--- src/verilog/epci_defs.svh ---
// Purpose: offsets, field positions and reset values of the pin irq block
// Assumes: byte-wide register port, 3-bit register index
// Notes:   definitions only
`ifndef EPCI_DEFS_SVH
`define EPCI_DEFS_SVH

// ****************************************************************
// register offsets
// ****************************************************************
`define EPCI_OFF_FLAG   3'h0
`define EPCI_OFF_EN     3'h1
`define EPCI_OFF_MSKU   3'h2
`define EPCI_OFF_MSKL   3'h3
`define EPCI_OFF_CTL    3'h4
`define EPCI_OFF_CTLX   3'h5

// ****************************************************************
// bit positions in the flag and enable registers
// ****************************************************************
`define EPCI_RB_B       7
`define EPCI_RB_A       6
`define EPCI_RB_C       5
`define EPCI_RB_U       4
`define EPCI_RB_L       3

// internal source index: a, b, c, lower group, upper group
`define EPCI_SA         0
`define EPCI_SB         1
`define EPCI_SC         2
`define EPCI_SL         3
`define EPCI_SU         4
`define EPCI_NSRC       5

// control register fields
`define EPCI_CTL_A_LO   0
`define EPCI_CTL_A_HI   1
`define EPCI_CTL_B_LO   2
`define EPCI_CTL_B_HI   3
`define EPCI_CTLX_CSEL  0
`define EPCI_CTLX_LEG   1

// synchronised pin vector layout: a, b, c, lower[7:0], upper[7:0]
`define EPCI_NPIN       19
`define EPCI_P_C        2
`define EPCI_P_L        3
`define EPCI_P_U        11

// reset values
`define EPCI_RST_8      8'h00
`define EPCI_RST_SRC    5'h00
`define EPCI_RST_PIN    19'h00000

`endif

--- src/verilog/epci_pkg.sv ---
// Purpose: types shared by the pin irq block
// Assumes: nothing
// Notes:   sense codes follow the two-bit control field
package epci_pkg;

	// two-bit sense selection for pins a and b
	typedef enum logic [1:0] {
		epci_low  = 2'b00,
		epci_any  = 2'b01,
		epci_fall = 2'b10,
		epci_rise = 2'b11
	} epci_sense_t;

endpackage : epci_pkg

--- src/verilog/epci_irq.sv ---
// Purpose: flags, enables and masks for three pin irqs and two change groups
// Assumes: core gives global enable and one ack pulse per vector entry
// Notes:   vector index 0 a, 1 b, 2 c, 3 lower group, 4 upper group
// Operation
// - edge or change on pin a/b sets flag
// - pin vector needs flag, enable, global enable; low-level mode needs a low pin instead of the flag
// - vector entry clears the matching flag
// - writing one clears flag, zero keeps it
// - low-level mode holds pin a/b flag zero
// - selected edge on pin c sets flag
// - sleep buffer cut-off may set pin c flag
// - enabled upper pin change sets upper flag
// - enabled lower pin change sets lower flag
// - group vector needs flag, enable, global enable
// - mask bit plus group enable arms pin
// - cleared mask bit blocks that pin
// - legacy mode hides masks, no change irqs
// - sense codes: low, any, falling, rising
// - pin c edge select: zero falling, one rising
// - pin activity counts even as output
//
// Design decisions made here: the register offsets and the plain strobed port.
`timescale 1ns/1ps
`default_nettype none
`include "epci_defs.svh"

module epci_irq
	import epci_pkg::*;
(
	input  wire logic                  clk,
	input  wire logic                  rst,
	input  wire logic [2:0]            addr,
	input  wire logic [7:0]            wdata,
	input  wire logic                  wr_en,
	input  wire logic                  rd_en,
	output logic      [7:0]            rdata,
	input  wire logic                  ext_pin_a,
	input  wire logic                  ext_pin_b,
	input  wire logic                  ext_pin_c,
	input  wire logic [7:0]            upper_change_pins,
	input  wire logic [7:0]            lower_change_pins,
	input  wire logic                  sleep_buf_off,
	input  wire logic                  gie,
	input  wire logic [`EPCI_NSRC-1:0] vec_ack,
	output logic      [`EPCI_NSRC-1:0] vec_req,
	output logic                       irq
);

	// ****************************************************************
	// helpers
	// ****************************************************************

	// register select, used by write and clear paths and by the checks
	function automatic logic hit(input logic [2:0] a, input logic [2:0] off);
		hit = (a == off);
	endfunction : hit

	// internal source order to register bit order
	function automatic logic [7:0] pack(input logic [`EPCI_NSRC-1:0] v);
		logic [7:0] r;
		r = `EPCI_RST_8;
		r[`EPCI_RB_A] = v[`EPCI_SA];
		r[`EPCI_RB_B] = v[`EPCI_SB];
		r[`EPCI_RB_C] = v[`EPCI_SC];
		r[`EPCI_RB_L] = v[`EPCI_SL];
		r[`EPCI_RB_U] = v[`EPCI_SU];
		pack = r;
	endfunction : pack

	// register bit order to internal source order
	function automatic logic [`EPCI_NSRC-1:0] unpack(input logic [7:0] r);
		unpack = {r[`EPCI_RB_U], r[`EPCI_RB_L], r[`EPCI_RB_C],
		          r[`EPCI_RB_B], r[`EPCI_RB_A]};
	endfunction : unpack

	// ****************************************************************
	// registers
	// ****************************************************************
	logic [`EPCI_NSRC-1:0] flags_r;
	logic [`EPCI_NSRC-1:0] flags_nxt;
	logic [`EPCI_NSRC-1:0] en_r;
	logic [7:0]            mask_u_r;
	logic [7:0]            mask_l_r;
	logic [3:0]            ctl_r;
	logic                  csel_r;
	logic                  legacy_r;
	logic [7:0]            rdata_r;
	logic [`EPCI_NPIN-1:0] smp;
	logic [`EPCI_NPIN-1:0] prev_r;
	logic                  c_cur;
	logic                  c_prev_r;
	logic [`EPCI_NSRC-1:0] set_v;
	logic [`EPCI_NSRC-1:0] clr_v;
	logic [1:0]            ab_hit;
	epci_sense_t           mode_ab [2];
	logic [7:0]            chg_u;
	logic [7:0]            chg_l;

	assign mode_ab[0] = epci_sense_t'({ctl_r[`EPCI_CTL_A_HI], ctl_r[`EPCI_CTL_A_LO]});
	assign mode_ab[1] = epci_sense_t'({ctl_r[`EPCI_CTL_B_HI], ctl_r[`EPCI_CTL_B_LO]});

	// control writes; mask writes ignored in legacy mode
	always_ff @(posedge clk) begin
		if (rst) begin
			en_r     <= `EPCI_RST_SRC;
			mask_u_r <= `EPCI_RST_8;
			mask_l_r <= `EPCI_RST_8;
			ctl_r    <= 4'h0;
			csel_r   <= 1'b0;
			legacy_r <= 1'b0;
		end else if (wr_en) begin
			if (hit(addr, `EPCI_OFF_EN))
				en_r <= unpack(wdata);
			if (hit(addr, `EPCI_OFF_MSKU) && !legacy_r)
				mask_u_r <= wdata;
			if (hit(addr, `EPCI_OFF_MSKL) && !legacy_r)
				mask_l_r <= wdata;
			if (hit(addr, `EPCI_OFF_CTL))
				ctl_r <= wdata[3:0];
			if (hit(addr, `EPCI_OFF_CTLX)) begin
				csel_r   <= wdata[`EPCI_CTLX_CSEL];
				legacy_r <= wdata[`EPCI_CTLX_LEG];
			end
		end
	end

	// ****************************************************************
	// pin sampling
	// ****************************************************************

	// pins read whatever the port direction, so outputs still trigger
	epci_sync u_sync (
		.clk    (clk),
		.rst    (rst),
		.pins   ({upper_change_pins, lower_change_pins,
		          ext_pin_c, ext_pin_b, ext_pin_a}),
		.pins_q (smp)
	);

	// previous sample for edge and change compare
	always_ff @(posedge clk) begin
		if (rst)
			prev_r <= `EPCI_RST_PIN;
		else
			prev_r <= smp;
	end

	// buffer cut in sleep with c disabled reads low; may fake an edge
	assign c_cur = smp[`EPCI_P_C] & ~(sleep_buf_off & ~en_r[`EPCI_SC]);

	always_ff @(posedge clk) begin
		if (rst)
			c_prev_r <= 1'b0;
		else
			c_prev_r <= c_cur;
	end

	// ****************************************************************
	// request detection
	// ****************************************************************

	// sense decode for pins a and b
	genvar gi;
	generate
		for (gi = 0; gi < 2; gi++) begin : g_ab
			epci_sense u_sense (
				.cur  (smp[gi]),
				.prev (prev_r[gi]),
				.mode (mode_ab[gi]),
				.hit  (ab_hit[gi])
			);
		end
	endgenerate

	// per-pin change qualified by mask; group enable and legacy mode gate it at the set sources
	assign chg_u = (smp[`EPCI_P_U +: 8] ^ prev_r[`EPCI_P_U +: 8]) & mask_u_r;
	assign chg_l = (smp[`EPCI_P_L +: 8] ^ prev_r[`EPCI_P_L +: 8]) & mask_l_r;

	// set sources
	always_comb begin
		set_v = `EPCI_RST_SRC;
		set_v[`EPCI_SA] = ab_hit[0];
		set_v[`EPCI_SB] = ab_hit[1];
		set_v[`EPCI_SC] = csel_r ? (c_cur & ~c_prev_r)
		                         : (c_prev_r & ~c_cur);
		set_v[`EPCI_SU] = (|chg_u) & en_r[`EPCI_SU] & ~legacy_r;
		set_v[`EPCI_SL] = (|chg_l) & en_r[`EPCI_SL] & ~legacy_r;
	end

	// ****************************************************************
	// flags
	// ****************************************************************

	// clear by vector entry or by write of one
	always_comb begin
		clr_v = vec_ack;
		if (wr_en && hit(addr, `EPCI_OFF_FLAG))
			clr_v = clr_v | unpack(wdata);
	end

	// set beats clear so no event is lost in the clearing cycle
	always_comb begin
		flags_nxt = (flags_r & ~clr_v) | set_v;
		if (mode_ab[0] == epci_low)
			flags_nxt[`EPCI_SA] = 1'b0;
		if (mode_ab[1] == epci_low)
			flags_nxt[`EPCI_SB] = 1'b0;
	end

	always_ff @(posedge clk) begin
		if (rst)
			flags_r <= `EPCI_RST_SRC;
		else
			flags_r <= flags_nxt;
	end

	// ****************************************************************
	// vector requests
	// ****************************************************************

	// level mode requests straight from a low pin, not from the flag
	always_comb begin
		vec_req = flags_r & en_r & {`EPCI_NSRC{gie}};
		if (mode_ab[0] == epci_low)
			vec_req[`EPCI_SA] = ~smp[0] & en_r[`EPCI_SA] & gie;
		if (mode_ab[1] == epci_low)
			vec_req[`EPCI_SB] = ~smp[1] & en_r[`EPCI_SB] & gie;
	end

	assign irq = |vec_req;

	// ****************************************************************
	// read port
	// ****************************************************************

	// data one cycle after the strobe; unmapped reads give zero
	always_ff @(posedge clk) begin
		if (rst)
			rdata_r <= `EPCI_RST_8;
		else if (rd_en) begin
			case (addr)
				`EPCI_OFF_FLAG: rdata_r <= pack(flags_r);
				`EPCI_OFF_EN:   rdata_r <= pack(en_r);
				`EPCI_OFF_MSKU: rdata_r <= legacy_r ? `EPCI_RST_8 : mask_u_r;
				`EPCI_OFF_MSKL: rdata_r <= legacy_r ? `EPCI_RST_8 : mask_l_r;
				`EPCI_OFF_CTL:  rdata_r <= {4'h0, ctl_r};
				`EPCI_OFF_CTLX: rdata_r <= {6'h00, legacy_r, csel_r};
				default:        rdata_r <= `EPCI_RST_8;
			endcase
		end else
			rdata_r <= `EPCI_RST_8;
	end

	assign rdata = rdata_r;
endmodule : epci_irq
`default_nettype wire

--- src/verilog/epci_sync.sv ---
// Purpose: two-stage synchroniser for every asynchronous pin
// Assumes: pins are unrelated to clk
// Notes:   first stage feeds only the second stage
`timescale 1ns/1ps
`default_nettype none
`include "epci_defs.svh"

module epci_sync
	import epci_pkg::*;
(
	input  wire logic                   clk,
	input  wire logic                   rst,
	input  wire logic [`EPCI_NPIN-1:0]  pins,
	output logic      [`EPCI_NPIN-1:0]  pins_q
);

	logic [`EPCI_NPIN-1:0] meta_r;

	// two flops per pin against metastability
	always_ff @(posedge clk) begin
		if (rst) begin
			meta_r <= `EPCI_RST_PIN;
			pins_q <= `EPCI_RST_PIN;
		end else begin
			meta_r <= pins;
			pins_q <= meta_r;
		end
	end

endmodule : epci_sync
`default_nettype wire

--- src/verilog/epci_sense.sv ---
// Purpose: turns a sampled pin pair into a request per sense mode
// Assumes: cur and prev are consecutive samples on clk
// Notes:   purely combinational
`timescale 1ns/1ps
`default_nettype none

module epci_sense
	import epci_pkg::*;
(
	input  wire logic        cur,
	input  wire logic        prev,
	input  wire epci_sense_t mode,
	output logic             hit
);

	// low level gives no edge request; the flag stays clear there
	always_comb begin
		case (mode)
			epci_any:  hit = cur ^ prev;
			epci_fall: hit = prev & ~cur;
			epci_rise: hit = cur & ~prev;
			default:   hit = 1'b0;
		endcase
	end

endmodule : epci_sense
`default_nettype wire

--- config.mk ---
export PLATFORM = sky130hd
export DESIGN_NAME = epci_irq
export DESIGN_NICKNAME = d
export VERILOG_FILES = /design/src/verilog/epci_pkg.sv /design/src/verilog/epci_irq.sv /design/src/verilog/epci_sync.sv /design/src/verilog/epci_sense.sv
export VERILOG_INCLUDE_DIRS = /design/src /design/src/verilog
export SDC_FILE = /design/constraint.sdc
export NUM_CORES = 1
export LEC_CHECK = 0
export ABC_AREA = 1
export CAP_MARGIN = 20
export CORE_MARGIN = 2
export CORE_UTILIZATION = 50
export DETAILED_ROUTE_END_ITERATION = 8
export DONT_BUFFER_PORTS = 1
export HOLD_SLACK_MARGIN = 0.15
export PLACE_DENSITY_LB_ADDON = 0.05
export SLEW_MARGIN = 10
export SYNTH_ARGS = -nofsm -noshare
export SYNTH_HDL_FRONTEND = slang
export SYNTH_HIERARCHICAL = 1
export SYNTH_SLANG_ARGS = --single-unit
--- constraint.sdc ---
create_clock -name clk -period 1.3 [get_ports clk]
set_input_delay 0.13 -clock clk [delete_from_list [all_inputs] [get_ports clk]]
set_output_delay 0.13 -clock clk [all_outputs]
set_load 0.05 [all_outputs]
; ---- Word level (Yosys, flattened, before mapping)
; Cells that the tools add are included.
[classes]
eq_ne = 11
n_mux = 9
bitwise = 38
reduce_logical = 18
[ops]
columns = op, count
row1 = $pmux 8 s6, 1
row2 = $and 1x1->1, 16
row3 = $and 8x8->8, 2
row4 = $mux 8, 2
row5 = $reduce_or 8->1, 2
row6 = $xor 8x8->8, 2
row7 = $and 5x5->5, 3
row8 = $not 1->1, 10
row9 = $or 5x5->5, 2
row10 = $reduce_and 2->1, 5
row11 = $eq 2x2->1 const B, 4
row12 = $eq 3x2->1 const B, 2
row13 = $eq 3x3->1 const B, 2
row14 = $pmux 1 s3, 2
row15 = $reduce_or 2->1, 3
row16 = $mux 5, 1
row17 = $not 5->5, 1
row18 = $reduce_or 5->1, 1
row19 = $eq 2x1->1 const B, 2
row20 = $logic_not 2->1, 2
row21 = $eq 3x1->1 const B, 1
row22 = $logic_and 1x1->1, 3
row23 = $logic_not 3->1, 1
row24 = $mux 1, 3
row25 = 2 further kinds, 3
[totals]
regBits = 98
inputBits = 41
output_inout_bits = 14
word_cells = 90

; ---- Logic depth before layout (Yosys ltp)
; Gate-level depths: netlist of run 1.
[logic_depth]
word_depth = 8
ltp_mapped = 8
ltp_nobuf = 8

; ---- Hierarchy
; The synthesis of run 1 kept the hierarchy.
[modules_own_cells]
columns = mod, instances, cells_each, area_each_um2, seq_area_each_um2
row1 = epci_irq, 1, 371, 2577.5, 1181.1
row2 = epci_sync, 1, 118, 1084.8, 760.7
row3 = epci_sense, 2, 11, 63.8, 0.0

; ---- Worst setup path after synthesis of run 1
; No wires, ideal clock.
[synth_path]
kind = reg-to-output
from = reg en_r[2]
to = out irq
t_arrival_ns = 2.076
required_time_ns = 1.170
slack_ns = -0.906
stages_incl_launch_ff = 5
path_buffers = 0
cell_sequence = dfxtp_1 inv_1 nor3_1 nor3_1 nand3_1
[synth_between]
elab_chain_len = 3
[synth_lines]
columns = item, line
row1 = "start, declared", epci_irq.sv:81  ; logic [`EPCI_NSRC-1:0] en_r;
row2 = "start signal, assigned", epci_irq.sv:105  ; en_r <= `EPCI_RST_SRC;
row3 = "start signal, assigned", epci_irq.sv:113  ; en_r <= unpack(wdata);
row4 = $and 5x5->5 (2 in series), epci_irq.sv:223  ; vec_req = flags_r & en_r & {`EPCI_NSRC{gie}};
row5 = via vec_req[2], epci_irq.sv:45  ; output logic [`EPCI_NSRC-1:0] vec_req,
row6 = $reduce_or 5->1, epci_irq.sv:230  ; assign irq = |vec_req;
row7 = "end, declared", epci_irq.sv:46  ; output logic irq
; The timed path passes the listed nets, and every way through them passes these cells.

; ---- Worst setup path after layout of run 1
[layout_path]
from = reg ctl_r[3]
to = out vec_req[1]
[layout_between]
elab_chain_len = 2
[layout_lines]
columns = item, line
row1 = "start, declared", epci_irq.sv:84  ; logic [3:0] ctl_r;
row2 = "start signal, assigned", epci_irq.sv:119  ; ctl_r <= wdata[3:0];
row3 = $logic_not 2->1, epci_irq.sv:226  ; if (mode_ab[1] == epci_low)
row4 = $mux 1, epci_irq.sv:226
row5 = "end, declared", epci_irq.sv:45
; Every way passes these cells.

==> impl_summary.md, run 1 <==
Run status
The flow ran to the end, but the final reports show violations. The final reports fail on setup timing.

Logic synthesis
The count of unique library cells instantiated by Yosys is 26. The synthesized design spends more area on one cell type than any other, namely sky130_fd_sc_hd__dfxtp_1. The number of enable flip-flop cells after synthesis is 0.

The proportion of netlist area held by the largest area contributor is 0.512. The flip-flop and latch count after synthesis is 97. By count the netlist is led by 113 x sky130_fd_sc_hd__inv_1, 97 x sky130_fd_sc_hd__dfxtp_1, 81 x sky130_fd_sc_hd__nor2_1.

The count of yosys warnings during synthesis is 6. The share of synthesized area occupied by flip-flops and latches is 0.512. In the synthesized netlist the async set-or-reset flop fraction comes to 0. When the netlist entered floorplanning its net count stood at 556.

The number of standard cells after synthesis is 511. The post-synthesis cell area is 0.00379 mm². Among all flip-flop cells after synthesis, the most frequent one is sky130_fd_sc_hd__dfxtp_1.

By area the synthesized netlist is led by sky130_fd_sc_hd__dfxtp_1 51%, sky130_fd_sc_hd__inv_1 11%, sky130_fd_sc_hd__nor2_1 8.0%. The mean instance size in the synthesized netlist is 7.42 µm². sky130_fd_sc_hd__inv_1 is the most common cell in the netlist.

Place
Buffers placed on the I/O ports in this run total 0. The HPWL after detailed placement is 5610 µm. The global placement routability congestion is 0.850.

Clock tree
Clock tree synthesis found a total of 97 sinks. In this run the deepest clock path goes through 2 buffers. The number of CTS-inserted buffers is 9.

The clock tree from TritonCTS is done. The H-tree was split into 3 levels. The clock insertion delay at the later pin of the skew report is 0.36 ns. The root buffer cell is sky130_fd_sc_hd__clkbuf_8. Clock-pin slew was measured on the worst setup and hold paths at about 0.090 ns.

Worst setup path
The most critical setup path has its startpoint at ctl_r[3]. The maximum net fanout on the critical path is 3. The critical path buffer and inverter count is 2. The category of the most critical setup path is register to primary output. The family with the most delay on the worst path is simple AND/OR/NAND/NOR gates. The launch point of the worst reg-to-reg path is en_r[4]. STA classifies the critical path endpoint as a primary output. Data arrives at the worst endpoint at 1.30 ns. The critical path's most frequent cell is sky130_fd_sc_hd__nor2_2.

For this run, the slowest stage of the critical path takes 0.34 ns. The critical path goes through nor2_4, nor2_2, nor2_2, nand3_2, inv_2, buf_12. Among all stages on the critical path, the largest delay is contributed by sky130_fd_sc_hd__dfxtp_2.

At the worst endpoint, the required time is between 1 and 1.5 ns. The category of the worst setup path launch point is a register.

Floorplanning
The total die area is 0.00829 mm². The vertical die dimension is 91.1 µm. The floorplan has 31 rows. The area of the core region is roughly 0.0073 mm².

The die span in x is 91.1 µm. The top-level I/O count is 55. For this configuration, the core starts out at a cell density of 0.520.

GRT
The initial antenna violation count came to 0. The global-route wire length before repair is 14,800 µm. In the global route stage, met1 resource usage came out at 0.287. met2 is the most crowded layer. For this run, global-route usage on met3 was measured as 0.0598. The total overflow left after global routing is 0. The global-route track usage on met2 is 0.373.

The number of global-route vias before repair is 3,195. Entering global routing, the biggest net connects 37 pins. Across every metal layer, demand over resource in global routing totals 0.226.

Finish
Fill cells in the final layout number 639. The layout overhead on the synthesized area is 35.0%. In the final design database the tool counted 647 nets. The post-layout utilization of the core is 0.702. The proportion of layout cells with a drive suffix above 1 is 0.153. The total inserted antenna cells is 0.

STA
On the final layout, the worst hold slack is 0.117 ns. The clock arrives with 0.0139 ns of skew. The tightest slew margin relative to the limit is 0.579.

The final count of hold timing violations came to 0. The count of pins over their slew limit is 0. Setup violations remaining at the end of the flow were counted as 13. Counting I/O delays and the setup requirement, the final critical path takes 1.43 ns. The maximum clock rate is 700 MHz. In the finished design, the share of the clock period the worst path needs comes to 1.10. For the pin with the worst max-slew slack, the measured transition is 0.629 ns. The final worst-path setup slack is -0.130 ns. Setup repair after global routing could not meet its margin everywhere.

Power
The largest vdd supply drop is 848 µV. Of the total power, the share spent switching nets is 0.241. The total power divided by cell area is 1110 mW/mm².

Total power for the finished layout comes to 5690 µW. Of the total power, the clock network draws 0.360. Summed over all cells, the static leakage comes to approximately 0.0023 µW. The share of total power dissipated in sequential elements is 0.548. For this design the total switching power over the nets is 1370 µW. The relative contribution of combinational cells to total power is 0.092. Internal power comes to 4320 µW.

Route
After detailed routing, the total wire length is 9060 µm. The number of design rule violations left after detail routing is 0. The final route contains 3,377 vias. The first detailed-routing pass ran for 4 iterations. The count of routing violations after the opening detailed-route iteration is between 150 and 200. After detailed routing, the number of vias per cell comes to 4.78. The number of nets with antenna violations after detailed routing is 0. After detailed routing, the average wire length per cell comes to 12.8 µm.

Worst hold path
The worst min-delay path class is input pin to register. The startpoint of the most critical hold path is addr[1].

Flow run
Across the run, the number of max-cap violations was 0.
power groups by stage:
stage	sequential [µW]	clock, µW	combinational, µW
after floorplan	3180	0	252
after global placement	3190	0	269
after detailed placement	3190	0	274
after CTS	3120	2110	477
after global routing	3140	2190	579
final	3120	2050	523
layout by cell type (no fill, tap or decap), types with 8 or more instances in the layout:
cell and n:
sky130_fd_sc_hd__buf_4 16, sky130_fd_sc_hd__nor2_1 76, sky130_fd_sc_hd__inv_2 13, sky130_fd_sc_hd__nand3_1 37, sky130_fd_sc_hd__dlygate4sd3_1 67, sky130_fd_sc_hd__dfxtp_2 11
sky130_fd_sc_hd__inv_1 102, sky130_fd_sc_hd__o22ai_1 8, sky130_fd_sc_hd__a21oi_1 38, sky130_fd_sc_hd__clkbuf_8 11, sky130_fd_sc_hd__nand2_1 70, sky130_fd_sc_hd__dfxtp_1 86
sky130_fd_sc_hd__o21ai_0 18
worst paths after layout:
| path | to | slack [ns] | cells past startpoint |
|---|---|---|---|
| worst min-delay path | mask_l_r[2] | 0.12 | 4 |
| worst max-delay path | vec_req[1] | -0.13 | 6 |
| worst max register to register | en_r[4] | 0.06 | 4 |
| worst min register to register | u_sync/pins_q[11] | 0.40 | 2 |
what timing repair did:
action / 4_1_cts / 5_1_grt
hold endpoints to repair: 97 / 23
setup endpoints to repair: 6 / 15
pin swaps: 8 / 9
resized for setup: 26 / 16
buffers inserted: 5 / 4
hold buffers: 66 / 6
kinds of logic (layout without fill, tap and decap cells):
group	after synthesis	after routing	share of synthesized area
adders and majority gates	4	4	0.0132
DFF	97	97	0.512
buffers and inverters	131	227	0.141
AOI/OAI and AO/OA	74	74	0.105
and+or+nand+nor	205	205	0.228
sequential cells by signal, summed over array words and instances (netlist names):
name           flops
legacy_r           1
flags_r            5
en_r               5
rdata              8
u_sync/meta_r     19
mask_u_r           8
prev_r            18
ctl_r              4
mask_l_r           8
u_sync/pins_q     19
csel_r             1
c_prev_r           1
routing by layer:
| metal | share of wire | up-vias |
|---|---|---|
| met1 | 0.45 | 1512 |
| li1 | - | 1744 |
| met5 | 0 | - |
| met2 | 0.46 | 102 |
| met3 | 0.069 | 19 |
| met4 | 0.021 | 0 |
metrics by stage:
stage | setup TNS [ns] | area [µm²] | setup WS [ns] | instances
floorplan | 0 | 3840 | 0.00186 | 511
global placement | 0 | 4010 | 0.131 | 611
detailed placement | 0 | 4010 | 0.105 | 611
CTS | -0.683 | 4990 | -0.187 | 698
global route | -1.70 | 5120 | -0.223 | 706
finish | -0.759 | 5120 | -0.130 | 706
worst min-delay path, delay by kind of cell:
family                 cells  cell delay [ns]
buffers and inverters      1             0.06
AOI/OAI and AO/OA          1             0.07
and+or+nand+nor            2             0.17
cell type report:
class | instances | area, µm² | area share
Sequential cell | 97 | 1960 | 0.382
Multi-Input combinational cell | 283 | 1440 | 0.281
Inverter | 119 | 457 | 0.0893
Clock inverter | 5 | 61.3 | 0.0120
Timing Repair Buffer | 92 | 928 | 0.181
Clock buffer | 11 | 151 | 0.0296
Tap cell | 99 | 124 | 0.0242
No activity file was read; power rests on OpenSTA's default activity.
==> run 2: changes to the inputs <==
--- a/config.mk
+++ b/config.mk
@@ -8,6 +8,5 @@
 export LEC_CHECK = 0
 export ABC_AREA = 1
-export CAP_MARGIN = 20
-export CORE_MARGIN = 2
+export CORE_MARGIN = 8
 export CORE_UTILIZATION = 50
 export DETAILED_ROUTE_END_ITERATION = 8
==> constraint.sdc (replaced) <==
create_clock -name clk -period 1.3 [get_ports clk]
set_input_delay 0.13 -clock clk [delete_from_list [all_inputs] [get_ports clk]]
set_output_delay 0.13 -clock clk [all_outputs]
set_load 0.005 [all_outputs]
==> impl_summary.md, run 2 (synthesized netlist as in run 1, its figures left out) <==
STA
The maximum clock rate is 752 MHz (was 700 MHz). The final count of hold timing violations is 0 (unchanged). The count of pins over their slew limit came to 0 (unchanged). The tightest slew margin relative to the limit came to 0.678 (was 0.579). The largest clock skew in the final design is 0.0129 ns (was 0.0139 ns). The final worst-path setup slack is -0.0298 ns (was -0.130 ns). The actual transition at the worst max-transition pin is 0.482 ns (was 0.629 ns). Setup repair after global routing missed its margin: true (unchanged). The final worst-path cycle share is 1.02 (was 1.10). The total of endpoints with negative setup slack in the final report is 1 (was 13). The final critical-path required period came to 1.33 ns (was 1.43 ns). The worst-case hold slack is 0.170 ns (was 0.117 ns).

Worst setup path
The category of the worst setup path launch point is a register (unchanged). The source of the critical timing path is en_r[4] (was ctl_r[3]). The data required time at the worst endpoint is 1.17 ns (about the same). The capturing point of the worst reg2reg path is mask_l_r[4] (was en_r[4]). The launch point of the worst reg-to-reg path is legacy_r (was en_r[4]). The arrival time of data at the critical path endpoint was 1.20 ns (was 1.30 ns). The category of the most critical setup path is register to primary output (unchanged). The endpoint class of the critical path is a primary output (unchanged).

The end of the critical path is irq (was vec_req[1]). The maximum net fanout on the critical path came to 4 (was 3). The worst reg-to-reg path cell count is 6 (was 4). The minimum setup slack among reg-to-reg paths is 0.09 ns (was 0.06 ns).

Worst hold path
The worst min-delay path class is input pin to register (unchanged). The depth of the worst hold-timing path is 4 (unchanged).

GRT
The global-route wire length before repair is 15,400 µm (was 14,800 µm). The maximum number of pins on one net before global-route repair is 36 (was 37). The aggregate global-route resource usage is 0.185 (was 0.226). The number of global-route vias before repair is 3,324 (was 3,195).

The global-route congestion overflow total came to 0 (unchanged). The initial antenna violation count was 0 (unchanged).

Route
The count of routing violations after the opening detailed-route iteration is 128 (was 194). The average routed wire per standard cell is 13.2 µm (was 12.8 µm). The number of design rule violations left after detail routing is 0 (unchanged). The number of nets with antenna violations after detailed routing is 0 (unchanged). The vias per cell came to 4.79 (was 4.78). The total number of vias is 3,364 (was 3,377). The length of the first detailed-routing pass in iterations is 5 (was 4).

The sum of routed wire length over all layers is 9290 µm (was 9060 µm).

Place
The global placement routability congestion is 0.900 (was 0.850). The worst slack at placement is 0.0642 ns (was 0.105 ns). The count of buffers inserted at the top-level ports was 0 (unchanged). The post-place instance area is 0.00389 mm² (was 0.00401 mm²). The HPWL after detailed placement came to 5910 µm (was 5610 µm).

Clock tree
The number of buffers on the longest clock path is 2 (unchanged). The root buffer cell is sky130_fd_sc_hd__clkbuf_8 (unchanged). The count of clock tree sinks is 97 (unchanged). The depth of the CTS H-tree is 3 (unchanged). The clock tree from TritonCTS is done (unchanged). The clock insertion delay at the later pin of the skew report is 0.36 ns (about the same). The clock slew at the register clock pins of the worst setup and hold paths is 0.10 ns (was 0.09 ns). The number of CTS-inserted buffers is 9 (unchanged).

Finish
Commonest cells after routing, fill and taps aside: 110 x sky130_fd_sc_hd__inv_1, 90 x sky130_fd_sc_hd__dfxtp_1, 77 x sky130_fd_sc_hd__nor2_1, 75 x sky130_fd_sc_hd__dlygate4sd3_1, 72 x sky130_fd_sc_hd__nand2_1 (was 102 x sky130_fd_sc_hd__inv_1, 86 x sky130_fd_sc_hd__dfxtp_1, 76 x sky130_fd_sc_hd__nor2_1, 70 x sky130_fd_sc_hd__nand2_1, 67 x sky130_fd_sc_hd__dlygate4sd3_1). The number of nets in the final layout is 644 (was 647). The layout overhead on the synthesized area is 31.6% (was 35.0%). The leading cell type in the layout, fill and taps excluded is sky130_fd_sc_hd__inv_1 (unchanged). Largest regs: u_sync/meta_r x19, u_sync/pins_q x19, prev_r x18 (unchanged).

The proportion of layout cells with a drive suffix above 1 is 0.108 (was 0.153). The area of all placed cells without fillers is 0.00499 mm² (was 0.00512 mm²). The total inserted antenna cells came to 0 (unchanged).

Power
The internal power is 4050 µW (was 4320 µW). The sequential fraction of design power was 0.569 (was 0.548). The leakage component of the power is 0.00222 µW (was 0.00229 µW). The power dissipated by switching net loads came to 1430 µW (was 1370 µW). The switching portion of total power is 0.261 (was 0.241).

The part of the power in the clock network is 0.340 (was 0.360). The relative contribution of combinational cells to total power is 0.091 (was 0.092). The largest vdd supply drop is 901 µV (was 848 µV).

The overall power consumption is 5470 µW (was 5690 µW). The total power divided by cell area was 1100 mW/mm² (was 1110 mW/mm²).

Floorplanning
The area of the core region is 0.00729 mm² (unchanged). The vertical die dimension came to 103 µm (was 91.1 µm). The total die area is 0.0106 mm² (was 0.00829 mm²).

The top-level I/O count came to 55 (unchanged). The number of placement rows came to 31 (unchanged). The die span in x is 103 µm (was 91.1 µm).

The initial cell density of the core is 0.520 (unchanged).

Run status
Violations in the final reports: setup timing (unchanged). Outcome: finished, violations left (unchanged).

Flow run
The number of max-capacitance violations reported is 0 (unchanged).
-- run 2: cell count changes in the layout (fill, tap and decap cells not counted), sizes merged, moves of 2 or more --
cell	before	now
clkbuf	11	9
clkinv	0	2
buf	24	14
dlygate4sd3	67	75
inv	120	123
clkinvlp	3	1
-- run 2: power groups by stage --
stage          registers (µW)  clock network (µW)  logic, µW
2_1_floorplan            3170                   0        238
3_3_place_gp             3180                   0        241
3_5_place_dp             3190                   0        248
4_1_cts                  3110                1900        472
5_1_grt                  3130                2020        555
6_report                 3110                1860        497
-- run 2: through the flow --
step / cells / util / TNS (ns)
after floorplan: 511 / - / 0
after global placement: 604 / 0.533 / 0
final: 703 / 0.684 / -0.0298
after detailed placement: 604 / 0.533 / 0
after CTS: 697 / 0.672 / -0.0318
after global routing: 703 / 0.684 / -0.306
-- run 2: final cells by class --
type	instances	area [µm²]
clock buffer	9	124
tap	99	124
timing repair buffer	89	893
fill	659	2300
clock inverter	7	61.3
inverter	119	449
sequential	97	1960
multi-input combinational	283	1380
-- run 2: critical path, stage by stage, from the launching register on --
cell	delay [ns]
sky130_fd_sc_hd__dfxtp_1	0.36
sky130_fd_sc_hd__inv_2	0.07
sky130_fd_sc_hd__nor3_2	0.23
sky130_fd_sc_hd__nor3_2	0.08
sky130_fd_sc_hd__nand3_1	0.11
-- run 2: what timing repair did --
action / 4_1_cts / 5_1_grt
hold buffers: 74 / 4
setup buffers: 3 / 3
resized for setup: 17 / 15
endpoints found under the setup margin: 5 / 21
gates cloned: 0 / 0
pin swaps: 2 / 2
hold endpoints to repair: 97 / 1
-- run 2: layer usage --
metal	up-vias	global-route usage	part of all wire
met5	-	0	0
met1	1529	0.218	0.44
met2	81	0.324	0.47
li1	1734	-	-
met4	0	0.0690	0.023
met3	20	0.0378	0.061
-- run 2: worst min-delay path by stage --
stage,from,to,slack [ns]
global route,addr[0],rdata[5],0.20
finish,addr[0],rdata[4],0.17
floorplan,rst,flags_r[1],0.21
CTS,addr[2],mask_u_r[3],0.16
detailed placement,rst,u_sync/pins_q[2],0.21
global placement,rst,ctl_r[2],0.21
